`src/usc_pkg.sv`:
```
// Purpose: Constants for the USB system configuration register block
// Assumes: APB slave, 32-bit data, one 16-bit register in the low half of word 0x00
// Notes: Unassigned bits read as zero
// Functional notes
// RULE1 - Bits 15-14 select the input clock: 00 is 12 MHz, 01 is 24 MHz, 10 is 48 MHz, 11 is reserved.
// RULE2 - Bit 13 enables the oscillation buffer when 1 and disables it when 0.
// RULE3 - Bit 11 runs the 48 MHz PLL, and both software and hardware may change it.
// RULE4 - Bit 10 gates the 48 MHz clock to the USB block, and both software and hardware may change it.
// RULE5 - Bit 7 at 0 fixes full speed (peripheral) or full/low speed (host); at 1 Hi-Speed is enabled and speed is detected.
// RULE6 - Bit 6 selects the peripheral role at 0 and the host role at 1.
// RULE7 - Bit 5 enables the D+ and D- pull-downs for the host role; software writes it 0 in the peripheral role.
// RULE8 - Bit 4 enables the D+ pull-up for the peripheral role; software writes it 0 in the host role.
// RULE9 - Bit 0 enables USB block operation at 1 and disables it at 0.
// RULE10 - Software always writes zero to unassigned bits 12, 9-8 and 3-1.
// RULE11 - Every defined field resets to zero, and hardware changes only the PLL and clock-gate bits.
package usc_pkg;
    localparam logic [7:0] USC_CFG_OFFSET = 8'h00;
    localparam logic [15:0] USC_CFG_RESET = 16'h0000;
    // Defined fields only, PLL bit included since software may write it
    localparam logic [15:0] USC_CFG_MASK = 16'hecf1;
    localparam int USC_XSEL_LSB = 14;
    localparam int USC_OSC_BUF_BIT = 13;
    localparam int USC_PLL_BIT = 11;
    localparam int USC_GATE_BIT = 10;
    localparam int USC_HS_BIT = 7;
    localparam int USC_ROLE_BIT = 6;
    localparam int USC_PD_BIT = 5;
    localparam int USC_PU_BIT = 4;
    localparam int USC_BLK_EN_BIT = 0;

    typedef enum logic [1:0] {
        USC_FREQ_12 = 2'b00,
        USC_FREQ_24 = 2'b01,
        USC_FREQ_48 = 2'b10,
        USC_FREQ_RSV = 2'b11
    } usc_freq_type;

    typedef enum logic [1:0] {
        USC_IDLE = 2'b00,
        USC_ACCESS = 2'b01
    } usc_state_type;
endpackage

```
`src/usc_hw_if.sv`:
```
`timescale 1ns/1ps
// Purpose: Hardware update path for the PLL and clock-gate bits
// Assumes: Single clock domain
// Notes: Set and clear requests are one-cycle pulses
interface usc_hw_if;
    logic pll_set;
    logic pll_clr;
    logic gate_set;
    logic gate_clr;
    modport core (input pll_set, input pll_clr, input gate_set, input gate_clr);
    modport ctl (output pll_set, output pll_clr, output gate_set, output gate_clr);
endinterface

```
`src/usc_hw_ctl.sv`:
```
`timescale 1ns/1ps
// Purpose: Hardware requests for the PLL and clock-gate bits
// Assumes: Pins synchronised here, three flip-flops each
// Notes: Rising edge of a request sets, falling edge clears
module usc_hw_ctl (
    input wire logic i_clk,
    input wire logic i_sys_rst,
    input wire logic i_pll_req,
    input wire logic i_gate_req,
    usc_hw_if.ctl hw
);
    logic [1:0] s1_ff;
    logic [1:0] s2_ff;
    logic [1:0] s3_ff;
    logic [1:0] nxt_s1;
    logic [1:0] nxt_s2;
    logic [1:0] nxt_s3;

    always_comb begin
        nxt_s1 = {i_gate_req, i_pll_req};
        nxt_s2 = s1_ff;
        nxt_s3 = s2_ff;
    end

    always_ff @(posedge i_clk or posedge i_sys_rst) begin
        if (i_sys_rst) begin
            s1_ff <= 2'h0;
            s2_ff <= 2'h0;
            s3_ff <= 2'h0;
        end else begin
            s1_ff <= nxt_s1;
            s2_ff <= nxt_s2;
            s3_ff <= nxt_s3;
        end
    end

    // Edges only, so software writes stay in charge between requests
    assign hw.pll_set = s2_ff[0] & ~s3_ff[0]; // [RULE3]
    assign hw.pll_clr = ~s2_ff[0] & s3_ff[0]; // [RULE3]
    assign hw.gate_set = s2_ff[1] & ~s3_ff[1]; // [RULE4]
    assign hw.gate_clr = ~s2_ff[1] & s3_ff[1]; // [RULE4]
endmodule // usc_hw_ctl

```
`src/usc_sys_cfg.sv`:
```
// Our own choice: the APB interface to the registers.
`timescale 1ns/1ps
// Purpose: System configuration register with APB access and decoded controls
// Assumes: 100 MHz clock, APB4 slave with pstrb, pready after one access cycle
// Notes: Hardware edge requests win over a software write in the same cycle
module usc_sys_cfg (
    input wire logic i_clk,
    input wire logic i_sys_rst,
    input wire logic i_psel,
    input wire logic i_penable,
    input wire logic i_pwrite,
    input wire logic [7:0] i_paddr,
    input wire logic [31:0] i_pwdata,
    input wire logic [3:0] i_pstrb,
    input wire logic i_pll_req,
    input wire logic i_gate_req,
    output logic [31:0] o_prdata,
    output logic o_pready,
    output logic o_pslverr,
    output logic [1:0] o_input_freq_select,
    output logic o_input_freq_reserved,
    output logic o_osc_buffer_enable,
    output logic o_pll_enable,
    output logic o_usb_block_clock_gate,
    output logic o_high_speed_enable,
    output logic o_role_select,
    output logic o_host_pulldown_enable,
    output logic o_device_pullup_enable,
    output logic o_usb_block_enable
);
    usc_hw_if hw ();

    usc_hw_ctl u_hw_ctl (
        .i_clk(i_clk),
        .i_sys_rst(i_sys_rst),
        .i_pll_req(i_pll_req),
        .i_gate_req(i_gate_req),
        .hw(hw)
    );

    function automatic logic addr_hit(input logic [7:0] a);
        addr_hit = (a == usc_pkg::USC_CFG_OFFSET);
    endfunction

    usc_pkg::usc_state_type state_ff;
    usc_pkg::usc_state_type nxt_state;
    logic [15:0] cfg_ff;
    logic [15:0] nxt_cfg;
    logic [31:0] prdata_ff;
    logic [31:0] nxt_prdata;
    logic pready_ff;
    logic nxt_pready;
    logic pslverr_ff;
    logic nxt_pslverr;
    logic [10:0] out_ff;
    logic [10:0] nxt_out;
    logic [15:0] wr_val;
    logic do_wr;

    always_comb begin
        nxt_state = state_ff;
        nxt_pready = 1'b0;
        nxt_pslverr = 1'b0;
        nxt_prdata = prdata_ff;
        nxt_cfg = cfg_ff;
        do_wr = 1'b0;
        wr_val = cfg_ff;
        case (state_ff)
            usc_pkg::USC_IDLE: begin
                if (i_psel && !i_penable) begin
                    nxt_state = usc_pkg::USC_ACCESS;
                end
            end
            usc_pkg::USC_ACCESS: begin
                // One wait state keeps prdata registered
                nxt_pready = 1'b1;
                nxt_pslverr = !addr_hit(i_paddr);
                nxt_prdata = 32'h0;
                if (addr_hit(i_paddr) && !i_pwrite) begin
                    nxt_prdata = {16'h0, cfg_ff};
                end
                if (addr_hit(i_paddr) && i_pwrite) begin
                    do_wr = 1'b1;
                end
                nxt_state = usc_pkg::USC_IDLE;
            end
            default: begin
                nxt_state = usc_pkg::USC_IDLE;
            end
        endcase
        if (do_wr) begin
            // Unassigned bits dropped; software must write them zero anyway [RULE10]
            if (i_pstrb[0]) begin
                wr_val[7:0] = i_pwdata[7:0];
            end
            if (i_pstrb[1]) begin
                wr_val[15:8] = i_pwdata[15:8];
            end
            nxt_cfg = wr_val & usc_pkg::USC_CFG_MASK; // [RULE11]
        end
        // Hardware may only touch PLL and clock gate [RULE11]
        if (hw.pll_set) begin
            nxt_cfg[usc_pkg::USC_PLL_BIT] = 1'b1; // [RULE3]
        end else if (hw.pll_clr) begin
            nxt_cfg[usc_pkg::USC_PLL_BIT] = 1'b0; // [RULE3]
        end
        if (hw.gate_set) begin
            nxt_cfg[usc_pkg::USC_GATE_BIT] = 1'b1; // [RULE4]
        end else if (hw.gate_clr) begin
            nxt_cfg[usc_pkg::USC_GATE_BIT] = 1'b0; // [RULE4]
        end
    end

    always_comb begin
        nxt_out[1:0] = nxt_cfg[usc_pkg::USC_XSEL_LSB +: 2]; // [RULE1]
        nxt_out[2] = (nxt_cfg[usc_pkg::USC_XSEL_LSB +: 2] == usc_pkg::USC_FREQ_RSV); // [RULE1]
        nxt_out[3] = nxt_cfg[usc_pkg::USC_OSC_BUF_BIT]; // [RULE2]
        nxt_out[4] = nxt_cfg[usc_pkg::USC_PLL_BIT]; // [RULE3]
        // No clock to the block without the PLL running
        nxt_out[5] = nxt_cfg[usc_pkg::USC_GATE_BIT] & nxt_cfg[usc_pkg::USC_PLL_BIT]; // [RULE4]
        nxt_out[6] = nxt_cfg[usc_pkg::USC_HS_BIT]; // [RULE5]
        nxt_out[7] = nxt_cfg[usc_pkg::USC_ROLE_BIT]; // [RULE6]
        // Resistors follow the bits; role mismatch is software's to avoid
        nxt_out[8] = nxt_cfg[usc_pkg::USC_PD_BIT]; // [RULE7]
        nxt_out[9] = nxt_cfg[usc_pkg::USC_PU_BIT]; // [RULE8]
        nxt_out[10] = nxt_cfg[usc_pkg::USC_BLK_EN_BIT]; // [RULE9]
    end

    always_ff @(posedge i_clk or posedge i_sys_rst) begin
        if (i_sys_rst) begin
            state_ff <= usc_pkg::USC_IDLE;
            cfg_ff <= usc_pkg::USC_CFG_RESET; // [RULE11]
            prdata_ff <= 32'h0;
            pready_ff <= 1'b0;
            pslverr_ff <= 1'b0;
            out_ff <= 11'h0;
        end else begin
            state_ff <= nxt_state;
            cfg_ff <= nxt_cfg;
            prdata_ff <= nxt_prdata;
            pready_ff <= nxt_pready;
            pslverr_ff <= nxt_pslverr;
            out_ff <= nxt_out;
        end
    end

    assign o_prdata = prdata_ff;
    assign o_pready = pready_ff;
    assign o_pslverr = pslverr_ff;
    assign o_input_freq_select = out_ff[1:0];
    assign o_input_freq_reserved = out_ff[2];
    assign o_osc_buffer_enable = out_ff[3];
    assign o_pll_enable = out_ff[4];
    assign o_usb_block_clock_gate = out_ff[5];
    assign o_high_speed_enable = out_ff[6];
    assign o_role_select = out_ff[7];
    assign o_host_pulldown_enable = out_ff[8];
    assign o_device_pullup_enable = out_ff[9];
    assign o_usb_block_enable = out_ff[10];
endmodule // usc_sys_cfg

```
`config.mk`:
```
export PLATFORM = sky130hd
export DESIGN_NAME = usc_sys_cfg
export DESIGN_NICKNAME = d
export VERILOG_FILES = /design/src/usc_pkg.sv /design/src/usc_hw_if.sv /design/src/usc_hw_ctl.sv /design/src/usc_sys_cfg.sv
export SDC_FILE = /design/constraint.sdc
export NUM_CORES = 1
export LEC_CHECK = 0
export BUFFER_PORTS_ARGS = -buffer_cell sky130_fd_sc_hd__buf_4
export CAP_MARGIN = 20
export CORE_MARGIN = 1
export CORE_UTILIZATION = 36
export DETAILED_ROUTE_END_ITERATION = 10
export GPL_ROUTABILITY_DRIVEN = 0
export GPL_TIMING_DRIVEN = 1
export PLACE_DENSITY = 0.75
export SETUP_SLACK_MARGIN = 0.3
export SYNTH_ARGS = -nofsm -noshare
export SYNTH_HDL_FRONTEND = slang
export SYNTH_HIERARCHICAL = 1
export SYNTH_SLANG_ARGS = --single-unit
```
`constraint.sdc`:
```
create_clock -name i_clk -period 1.5 [get_ports i_clk]
set_input_delay 0.15 -clock i_clk [delete_from_list [all_inputs] [get_ports i_clk]]
set_output_delay 0.15 -clock i_clk [all_outputs]
set_load 0.02 [all_outputs]
```
# Word level (Yosys, flattened, before mapping)
# Index checks and enable logic that the tools add are counted.
dict set report word_totals {
  ff_bits 63
  input_bits 51
}
dict set report op_classes {
  n_eq_ne 3
  muxes 14
  bitwise 9
  reduce_logical 8
}
# operator n
set ops {}
lappend ops {{16-bit two-way mux} 2}
lappend ops {{8-bit two-way mux} 2}
lappend ops {{8-bit zero test} 1}
lappend ops {{1-bit two-way mux} 8}
lappend ops {{1-bit bitwise AND} 5}
lappend ops {{2-bit two-way mux} 2}
lappend ops {{1-bit NOT} 4}
lappend ops {{1-bit logical AND} 3}
lappend ops {{1-bit zero test} 3}
lappend ops {{2-bit by 1-bit equality test with 1-bit output (second input constant)} 1}
lappend ops {{2-bit equality test (second input constant)} 1}
lappend ops {{2-bit zero test} 1}
lappend ops {{2-bit != test (second input constant)} 1}

# Longest topological paths before layout
# Gate-level depths: netlist of the first run.
dict set report logic_depth {
  word_depth 8
  mapped_depth 4
}

# Hierarchy
# The synthesis of the first run kept the hierarchy.
# mod instances cells_each area_per_inst_um2 seq_area_each_um2
set modules_own_cells {}
lappend modules_own_cells {usc_sys_cfg 1 91 1156.1 625.6}
lappend modules_own_cells {usc_hw_ctl 1 11 188.9 150.1}

# Worst setup path after synthesis of the first run
# No wires, ideal clock.
dict set report synth_timing {
  path_kind {input to register}
  from {input i_paddr[5]}
  to {register cfg_ff[10]}
  setup_ns 0.131
  arrival_ns 1.577
  t_required_ns 1.369
  setup_slack_ns -0.209
  stages 4
  n_path_buf 0
  cell_sequence {or4_4 > nor4_4 > nor3b_1 > or3_1}
}
dict set report synth_between {
  elab_chain_cells 7
}
# element line
set synth_rtl {}
lappend synth_rtl {{start, declared} usc_sys_cfg.sv:12} ;# input wire logic [7:0] i_paddr,
lappend synth_rtl {{8-bit zero test} usc_sys_cfg.sv:42} ;# addr_hit = (a == usc_pkg::USC_CFG_OFFSET);
lappend synth_rtl {{1-bit logical AND} usc_sys_cfg.sv:82} ;# if (addr_hit(i_paddr) && i_pwrite) begin
lappend synth_rtl {{1-bit two-way mux} usc_sys_cfg.sv:82}
lappend synth_rtl {{1-bit two-way mux} usc_sys_cfg.sv:68} ;# case (state_ff)
lappend synth_rtl {{16-bit two-way mux} usc_sys_cfg.sv:91} ;# if (do_wr) begin
lappend synth_rtl {{1-bit two-way mux} usc_sys_cfg.sv:109} ;# end else if (hw.gate_clr) begin
lappend synth_rtl {{1-bit two-way mux} usc_sys_cfg.sv:107} ;# if (hw.gate_set) begin
lappend synth_rtl {{net nxt_cfg[10]} usc_sys_cfg.sv:48} ;# logic [15:0] nxt_cfg;
lappend synth_rtl {{end signal, assigned} usc_sys_cfg.sv:132} ;# cfg_ff <= usc_pkg::USC_CFG_RESET;
lappend synth_rtl {{end signal, assigned} usc_sys_cfg.sv:139} ;# cfg_ff <= nxt_cfg;
lappend synth_rtl {{end, declared} usc_sys_cfg.sv:47} ;# logic [15:0] cfg_ff;
# The timed path passes the listed nets, and every way through them passes these cells.
# A chain may end at the register's enable or synchronous reset.

# Worst setup path after layout of the first run
dict set report layout_timing {
  from {input i_paddr[5]}
  to {register out_ff[9]}
}
dict set report layout_between {
  elab_chain_cells 5
}
# element line
set layout_rtl {}
lappend layout_rtl {{8-bit zero test} usc_sys_cfg.sv:42}
lappend layout_rtl {{1-bit logical AND} usc_sys_cfg.sv:82}
lappend layout_rtl {{1-bit two-way mux} usc_sys_cfg.sv:82}
lappend layout_rtl {{1-bit two-way mux} usc_sys_cfg.sv:68}
lappend layout_rtl {{16-bit two-way mux} usc_sys_cfg.sv:91}
lappend layout_rtl {{end signal, assigned} usc_sys_cfg.sv:143} ;# out_ff <= nxt_out;
lappend layout_rtl {{end, declared} usc_sys_cfg.sv:55} ;# logic [10:0] out_ff;
# No other way between the ends.

==> flow_summary_export.csv, run 1 <==
group,metric,value,unit
sta,fin_skew,5.90,ps
floorplanning,dieWidth,63.1,microns
synthesis,syn_inst,102,
cells_and_area,syn_to_final_growth,44.9,%
grt,grt_util_all_layers,14.8,%
placed_design,detailed_place_hpwl,1910,microns
cts,cts_inserted_buffers,5,
synthesis,synth_area,0.00135,sq mm
synthesis,seq_area_frac_synth,57.7,%
cts,clockRootBuffer,"clkbuf_8",
floorplanning,core_area,0.00347,sq mm
detailed_routing,wirelength,2800,microns
floorplanning,dieArea,0.00398,sq mm
critical_path,slowest_delay,560,ps
cts,cts_max_path_buffers,2,
detailed_routing,wl_per_cell,12.9,microns
critical_path,crit_path_end_kind,"register",
critical_path,arrival,1600,ps
worst_hold_path,worstHoldPathCells,2,
critical_path,cpMostUsedCell,"buf_6",
synthesis,synth_top_area_share,57.7,%
detailed_routing,drt_pre_antenna_iters,3,
critical_path,cp_max_fo,5,
cells_and_area,fin_nets,223,
floorplanning,rows,21,
critical_path,startpoint_type,"primary input",
synthesis,synth_common_cells,"dfrtp_1, buf_4, a22o_1",
critical_path,cp.required,1660,ps
sta,setup_viol,0,
detailed_routing,vias,967,
cts,clkSlewWorstSetupHoldPaths,60,ps
power_and_ir_drop,vdd_drop_max,0.420,mV
critical_path,crit_chain,"buf_6 -> or4_4 -> buf_6 -> nor2_4 -> nand4_1 -> buf_6 -> mux2_4",
worst_hold_path,hp-class,"in -> reg",
cells_and_area,num_antenna_cells,0,
synthesis,postSynthAreaPerCell,13.2,sq um
critical_path,rr_startpoint,"state_ff[0]$_DFFE_PP0P_",
sta,setup_slack,57.5,ps
grt,grt_pass1_wl,4370,microns
synthesis,synth_top_area_cell,"dfrtp_1",
synthesis,yosys.cell_count.top_type,"dfrtp_1",
grt,overflow,0,
sta,drv_slew,0,
critical_path,ff2ff_setup_slack,130,ps
floorplanning,initial_core_util,38.8,%
detailed_routing,ant_nets,0,
critical_path,crit_cells,7,
floorplanning,die_y,63.1,microns
grt,grt_pass1_vias,950,
status,status,"finished, final reports clean",
sta,rsz0062_at_grt,"true",
floorplanning,io_pins,96,
critical_path,rr_worst_depth,5,
power_and_ir_drop,power_density,860,mW/mm^2
synthesis,ys_ff_latch,31,
critical_path,worstSetupPathType,"in -> reg",
sta,period_minus_slack,1440,ps
placed_design,post-place-ws,-304,ps
cells_and_area,drive_gt1_share,51.5,%
placed_design,port-buffer-count,49,
critical_path,slowest_stage,"or4_4",
synthesis,synth_cell_types,23,
worst_hold_path,min-delay-start,"i_penable",
critical_path,critPathTopFamily,"simple AND/OR/NAND/NOR gates",
cts,cts_htree_levels,2,
synthesis,synth_ff_type,"dfrtp_1",
cts,cts_tree,"done",
synthesis,synthArstFlopShare,100,%
sta,finalCritPeriodShare,96.2,%
cts,clk_latency,280,ps
critical_path,r2r_end,"cfg_ff[10]$_DFF_PP0_",
sta,hold_viol,0,
grt,antenna_found_initial,0,
synthesis,synthTopCellsByArea,"dfrtp_1, buf_4, mux2_2, a22o_1, and2b_2",
detailed_routing,drc,0,
grt,grt_max_degree,26,
power_and_ir_drop,p_total,0.00168,W
detailed_routing,drt_iter0_drc,20,
worst_hold_path,holdPathEnd,"state_ff[0]$_DFFE_PP0P_",
sta,fmax,693,MHz
detailed_routing,viasPerCell,4.46,
synthesis,ys_warn_count,6,
power_and_ir_drop,power.leakage,1.04,nW
critical_path,crit_buf_inv,3,
cts,cts.sinks,31,
synthesis,synth-edff-count,0,
job,drv_cap,0,
==> through the flow <==
stage               util [%]  hold slack [ps]  std cells  setup TNS (ps)  cell area, sq um
finish                  56.2             31.3        217               0              1950
global placement        50.0             77.6        202           -3360              1730
CTS                     54.9             19.6        215               0              1900
floorplan                  -            -59.0        123           -1290              1420
global route            56.2             26.8        217               0              1950
detailed placement      50.0             87.9        202           -3910              1730
==> cell families (layout without fill, tap and decap cells) <==
kind of cell | Yosys count | count (layout) | share of synthesized area, %
AOI/OAI and AO/OA | 12 | 12 | 7.63
other | 1 | 22 | 0.279
buffers and inverters | 28 | 76 | 14.5
and+or+nand+nor | 21 | 21 | 12.5
muxes | 9 | 9 | 7.44
DFF | 31 | 31 | 57.7
==> cell usage in the layout (no fill, tap or decap) <==
cell type      instances
nand2_1                2
dlygate4sd3_1          3
dfrtp_1               31
or2_1                  1
mux2_4                 3
nand3_1                1
o21ai_1                1
o32a_1                 1
inv_1                  3
mux2_2                 5
buf_4                 56
or4_4                  2
nor3b_4                1
or3_1                  1
nor3b_1                1
nand4_1                1
clkbuf_8               5
and2b_2                4
mux2i_1                1
clkbuf_1               1
conb_1                22
nor4_4                 2
nor2_1                 1
nand2b_1               2
a22o_1                10
buf_6                  8
nor2_4                 1
and3b_2                1
==> worst register-to-register path, delay by kind of cell, from the launching register on <==
family	cells	cell delay, ps
simple gates	3	670
buf+inv	2	240
flops	1	340
==> where the power goes <==
part,internal [W],leakage [nW],switching (W)
combinational,0.0000999,0.593,0.000123
clock,0.000308,0.0371,0.000272
sequential,0.000861,0.410,0.0000129
total,0.00127,1.04,0.000407
==> state kept, by name (all words and copies together) (netlist names) <==
| signal | flops |
|---|---|
| o_pready | 1 |
| u_hw_ctl/s3_ff | 2 |
| out_ff | 10 |
| u_hw_ctl/nxt_s2 | 2 |
| o_prdata | 10 |
| state_ff | 1 |
| o_pslverr | 1 |
| u_hw_ctl/nxt_s3 | 2 |
| cfg_ff | 2 |
==> layer usage <==
layer | up-vias | global-route usage (%) | part of all wire [%]
met5 | - | 0 | 0
met4 | 0 | 8.72 | 0.32
met3 | 2 | 5.07 | 9.4
met2 | 55 | 23.5 | 51
met1 | 465 | 17.2 | 40
li1 | 445 | - | -
==> final cells by class <==
class / count / area (sq um)
Timing Repair Buffer: 67 / 541
Fill cell: 300 / 1520
Sequential cell: 31 / 776
Multi-Input combinational cell: 64 / 492
Tap cell: 46 / 57.6
Inverter: 3 / 11.3
Clock buffer: 6 / 72.6
==> worst max-delay path by stage <==
stage               startpoint                    end  slack [ps]
floorplan           i_paddr[1]   cfg_ff[10]$_DFF_PP0_        -210
global placement    i_paddr[1]   cfg_ff[10]$_DFF_PP0_        -270
detailed placement  i_paddr[1]   cfg_ff[10]$_DFF_PP0_        -300
CTS                 i_paddr[6]   cfg_ff[10]$_DFF_PP0_          40
global route        i_paddr[1]  out_ff[9]$_DFFE_PP0P_          30
finish              i_paddr[5]  out_ff[9]$_DFFE_PP0P_          60
==> timing repair <==
action	4_1_cts	5_1_grt
gates cloned	1	0
endpoints found under the hold margin	33	0
endpoints found under the setup margin	21	22
setup buffers	3	2
hold buffers	3	0
pin swaps	7	6
resized for setup	11	8
Note: power is estimated with default switching activity, not from simulation.
==> inputs of run 2 (changes only) <==
--- a/config.mk
+++ b/config.mk
@@ -8,13 +8,12 @@
 export BUFFER_PORTS_ARGS = -buffer_cell sky130_fd_sc_hd__buf_4
 export CAP_MARGIN = 20
 export CORE_MARGIN = 1
-export CORE_UTILIZATION = 36
+export CORE_UTILIZATION = 38
+export CTS_BUF_LIST = sky130_fd_sc_hd__clkbuf_4 sky130_fd_sc_hd__clkbuf_8
 export DETAILED_ROUTE_END_ITERATION = 10
 export GPL_ROUTABILITY_DRIVEN = 0
 export GPL_TIMING_DRIVEN = 1
-export PLACE_DENSITY = 0.75
-export SETUP_SLACK_MARGIN = 0.3
+export PLACE_DENSITY = 0.78
 export SYNTH_ARGS = -nofsm -noshare
 export SYNTH_HDL_FRONTEND = slang
-export SYNTH_HIERARCHICAL = 1
 export SYNTH_SLANG_ARGS = --single-unit
==> flow_summary_export.csv, run 2 <==
group,metric,value,unit
critical_path,critPathLaunch,"state_ff[0]$_DFFE_PP0P_",
critical_path,ff2ff_setup_slack,110,ps
detailed_routing,met1_length,1070,microns
sta,hold_viol,0,
critical_path,rr_worst_depth,4,
critical_path,slowest_delay,390,ps
sta,period_minus_slack,1390,ps
worst_hold_path,worstHoldPathCells,2,
worst_hold_path,holdPathEnd,"out_ff[9]$_DFFE_PP0P_",
cells_and_area,fin_nets,226,
power_and_ir_drop,clkPwrFrac,28.8,%
synthesis,synth-edff-count,0,
status,status,"finished, final reports clean",
grt,grt_util_all_layers,16.7,%
floorplanning,io_pins,96,
detailed_routing,wl_met2,1460,microns
synthesis,synth_ff_type,"dfrtp_1",
synthesis,postSynthAreaPerCell,12.6,sq um
detailed_routing,top_layer,"met4",
cts,cts_max_path_buffers,2,
floorplanning,rows,21,
floorplanning,initial_core_util,40.1,%
cells_and_area,drive_gt1_share,42.5,%
cts,cts_htree_levels,2,
grt,antenna_found_initial,0,
worst_hold_path,hp-class,"in -> reg",
sta,rsz0062_at_grt,"false",
critical_path,startpoint_type,"register",
detailed_routing,ant_nets,0,
critical_path,cp_max_fo,5,
critical_path,cp.required,1700,ps
detailed_routing,wl_per_cell,12.4,microns
floorplanning,core_area,0.00339,sq mm
cells_and_area,post-route-util,54.8,%
synthesis,synth_top_area_share,57.0,%
critical_path,arrival,1590,ps
detailed_routing,viasPerCell,4.53,
power_and_ir_drop,p_int,0.00113,W
cells_and_area,syn_to_final_growth,36.6,%
cts,clk_latency,330,ps
synthesis,synth_common_cells,"dfrtp_1, buf_4, a22o_1",
sta,drv_slew,0,
power_and_ir_drop,pwr-share-seq,57.1,%
synthesis,synthArstFlopShare,100,%
cts,cts_inserted_buffers,5,
critical_path,rr_startpoint,"state_ff[0]$_DFFE_PP0P_",
power_and_ir_drop,vdd_drop_max,0.508,mV
cells_and_area,num_antenna_cells,0,
grt,grt_max_degree,17,
power_and_ir_drop,power_density,821,mW/mm^2
floorplanning,die_y,61.8,microns
cts,post-cts-setup-buffers,0,
worst_hold_path,min-delay-start,"i_pwdata[4]",
synthesis,ys_ff_latch,31,
power_and_ir_drop,p_sw,0.000394,W
grt,grt_pass1_vias,944,
floorplanning,dieWidth,61.8,microns
cts,cts.sinks,31,
placed_design,dp_cells,210,
sta,finalCritPeriodShare,92.6,%
cts,cts_tree,"done",
critical_path,worstSetupPathType,"reg -> reg",
cells_and_area,final_common_cell,"buf_4",
floorplanning,dieArea,0.00382,sq mm
synthesis,synth_cell_types,27,
sta,fmax,720,MHz
power_and_ir_drop,power.leakage,0.999,nW
placed_design,port-buffer-count,49,
cts,clkSlewWorstSetupHoldPaths,90,ps
critical_path,slowest_stage,"dfrtp_1",
detailed_routing,wirelength,2730,microns
detailed_routing,vias,997,
detailed_routing,drt_iter0_drc,30,
detailed_routing,drt_pre_antenna_iters,4,
synthesis,yosys.cell_count.top_type,"dfrtp_1",
critical_path,r2r_end,"out_ff[5]$_DFF_PP0_",
cells_and_area,final_cell_mix,"buf_4, dfrtp_1, conb_1, a22o_1, clkbuf_4",
synthesis,seq_area_frac_synth,57.0,%
synthesis,synth_area,0.00136,sq mm
synthesis,synthTopCellsByArea,"dfrtp_1, buf_4, a22o_1, mux2_1, nor4_4",
sta,setup_viol,0,
synthesis,synth_top_area_cell,"dfrtp_1",
synthesis,syn_inst,108,
grt,grt_pass1_wl,4260,microns
power_and_ir_drop,combPwrFrac,14.1,%
detailed_routing,met3WireLength,144,microns
synthesis,ys_warn_count,0,
detailed_routing,drc,0,
grt,overflow,0,
placed_design,detailed_place_hpwl,2140,microns
critical_path,crit_path_end_kind,"register",
sta,fin_skew,13.9,ps
critical_path,crit_chain,"and3_2 -> a31oi_2 -> o21ai_0 -> a2111oi_1",
cts,clockRootBuffer,"clkbuf_4",
cells_and_area,final_cells,220,
power_and_ir_drop,switching_share,25.9,%
job,drv_cap,0,
-- run 2: changes by cell type in the layout (fill, tap and decap cells not counted), moves of 4 or more --
| cell | change |
|---|---|
| buf_6 | -8 |
| clkbuf_4 | +6 |
| buf_4 | +5 |
| clkbuf_8 | -5 |
| mux2_1 | +5 |
| and2b_2 | -4 |
-- run 2: worst max-delay path by stage --
| stage | endpoint | slack, ps | cells past startpoint |
|---|---|---|---|
| after floorplan | cfg_ff[0]$_DFFE_PP0P_ | 60 | 5 |
| after global placement | out_ff[5]$_DFF_PP0_ | -30 | 6 |
| after detailed placement | out_ff[5]$_DFF_PP0_ | -80 | 7 |
| after CTS | out_ff[5]$_DFF_PP0_ | 60 | 4 |
| after global routing | out_ff[5]$_DFF_PP0_ | 30 | 4 |
| final | out_ff[5]$_DFF_PP0_ | 110 | 4 |
-- run 2: cells by family (layout without fill, tap and decap cells) --
family	Yosys count	count (layout)	synth area share, %
compound gates	20	20	11.2
mux	8	8	6.62
flops	31	31	57.0
simple gates	18	18	9.84
buf+inv	30	75	15.0
other cells	1	22	0.276
-- run 2: what timing repair did --
item / CTS / global route
setup endpoints to repair: 0 / 1
gates resized for setup: 0 / 2
endpoints found under the hold margin: 34 / 0
hold buffers: 4 / 0
-- run 2: worst max-delay path, delay by kind of cell (launching register included) --
family | cells | cell delay [ps]
flip-flops | 1 | 390
AND/OR/NAND/NOR | 1 | 210
AO/OA/AOI/OAI | 3 | 650
-- run 2: power groups by stage --
stage	Combinational, W	Clock [W]	Sequential [W]
CTS	0.000214	0.000458	0.000871
global placement	0.000199	0	0.000886
finish	0.000215	0.000438	0.000871
detailed placement	0.000204	0	0.000887
global route	0.000237	0.000489	0.000873
floorplan	0.000136	0	0.000898
-- run 2: stage by stage --
stage	cell area, sq um	setup TNS [ps]	power, W	setup slack, ps	hold WS, ps
after global placement	1770	-51.8	0.00109	-30.9	197
after floorplan	1440	0	0.00103	58.5	181
final	1860	0	0.00152	111	39.4
after CTS	1850	0	0.00154	56.5	24.5
after global routing	1860	0	0.00160	31.5	17.8
after detailed placement	1770	-227	0.00109	-77.0	198
-- run 2: area by class of cell --
| type | instances | area (sq um) |
|---|---|---|
| timing repair buffer | 65 | 498 |
| fill | 291 | 1530 |
| multi-input combinational | 68 | 467 |
| sequential | 31 | 776 |
| clock buffer | 6 | 45.0 |
| tap | 46 | 57.6 |
| inverter | 4 | 15.0 |
-- run 2: layer usage --
layer | track usage [%] | up-vias
met5 | 0 | -
met3 | 5.59 | 6
met2 | 30.0 | 37
li1 | - | 471
met1 | 17.0 | 483
met4 | 9.52 | 0
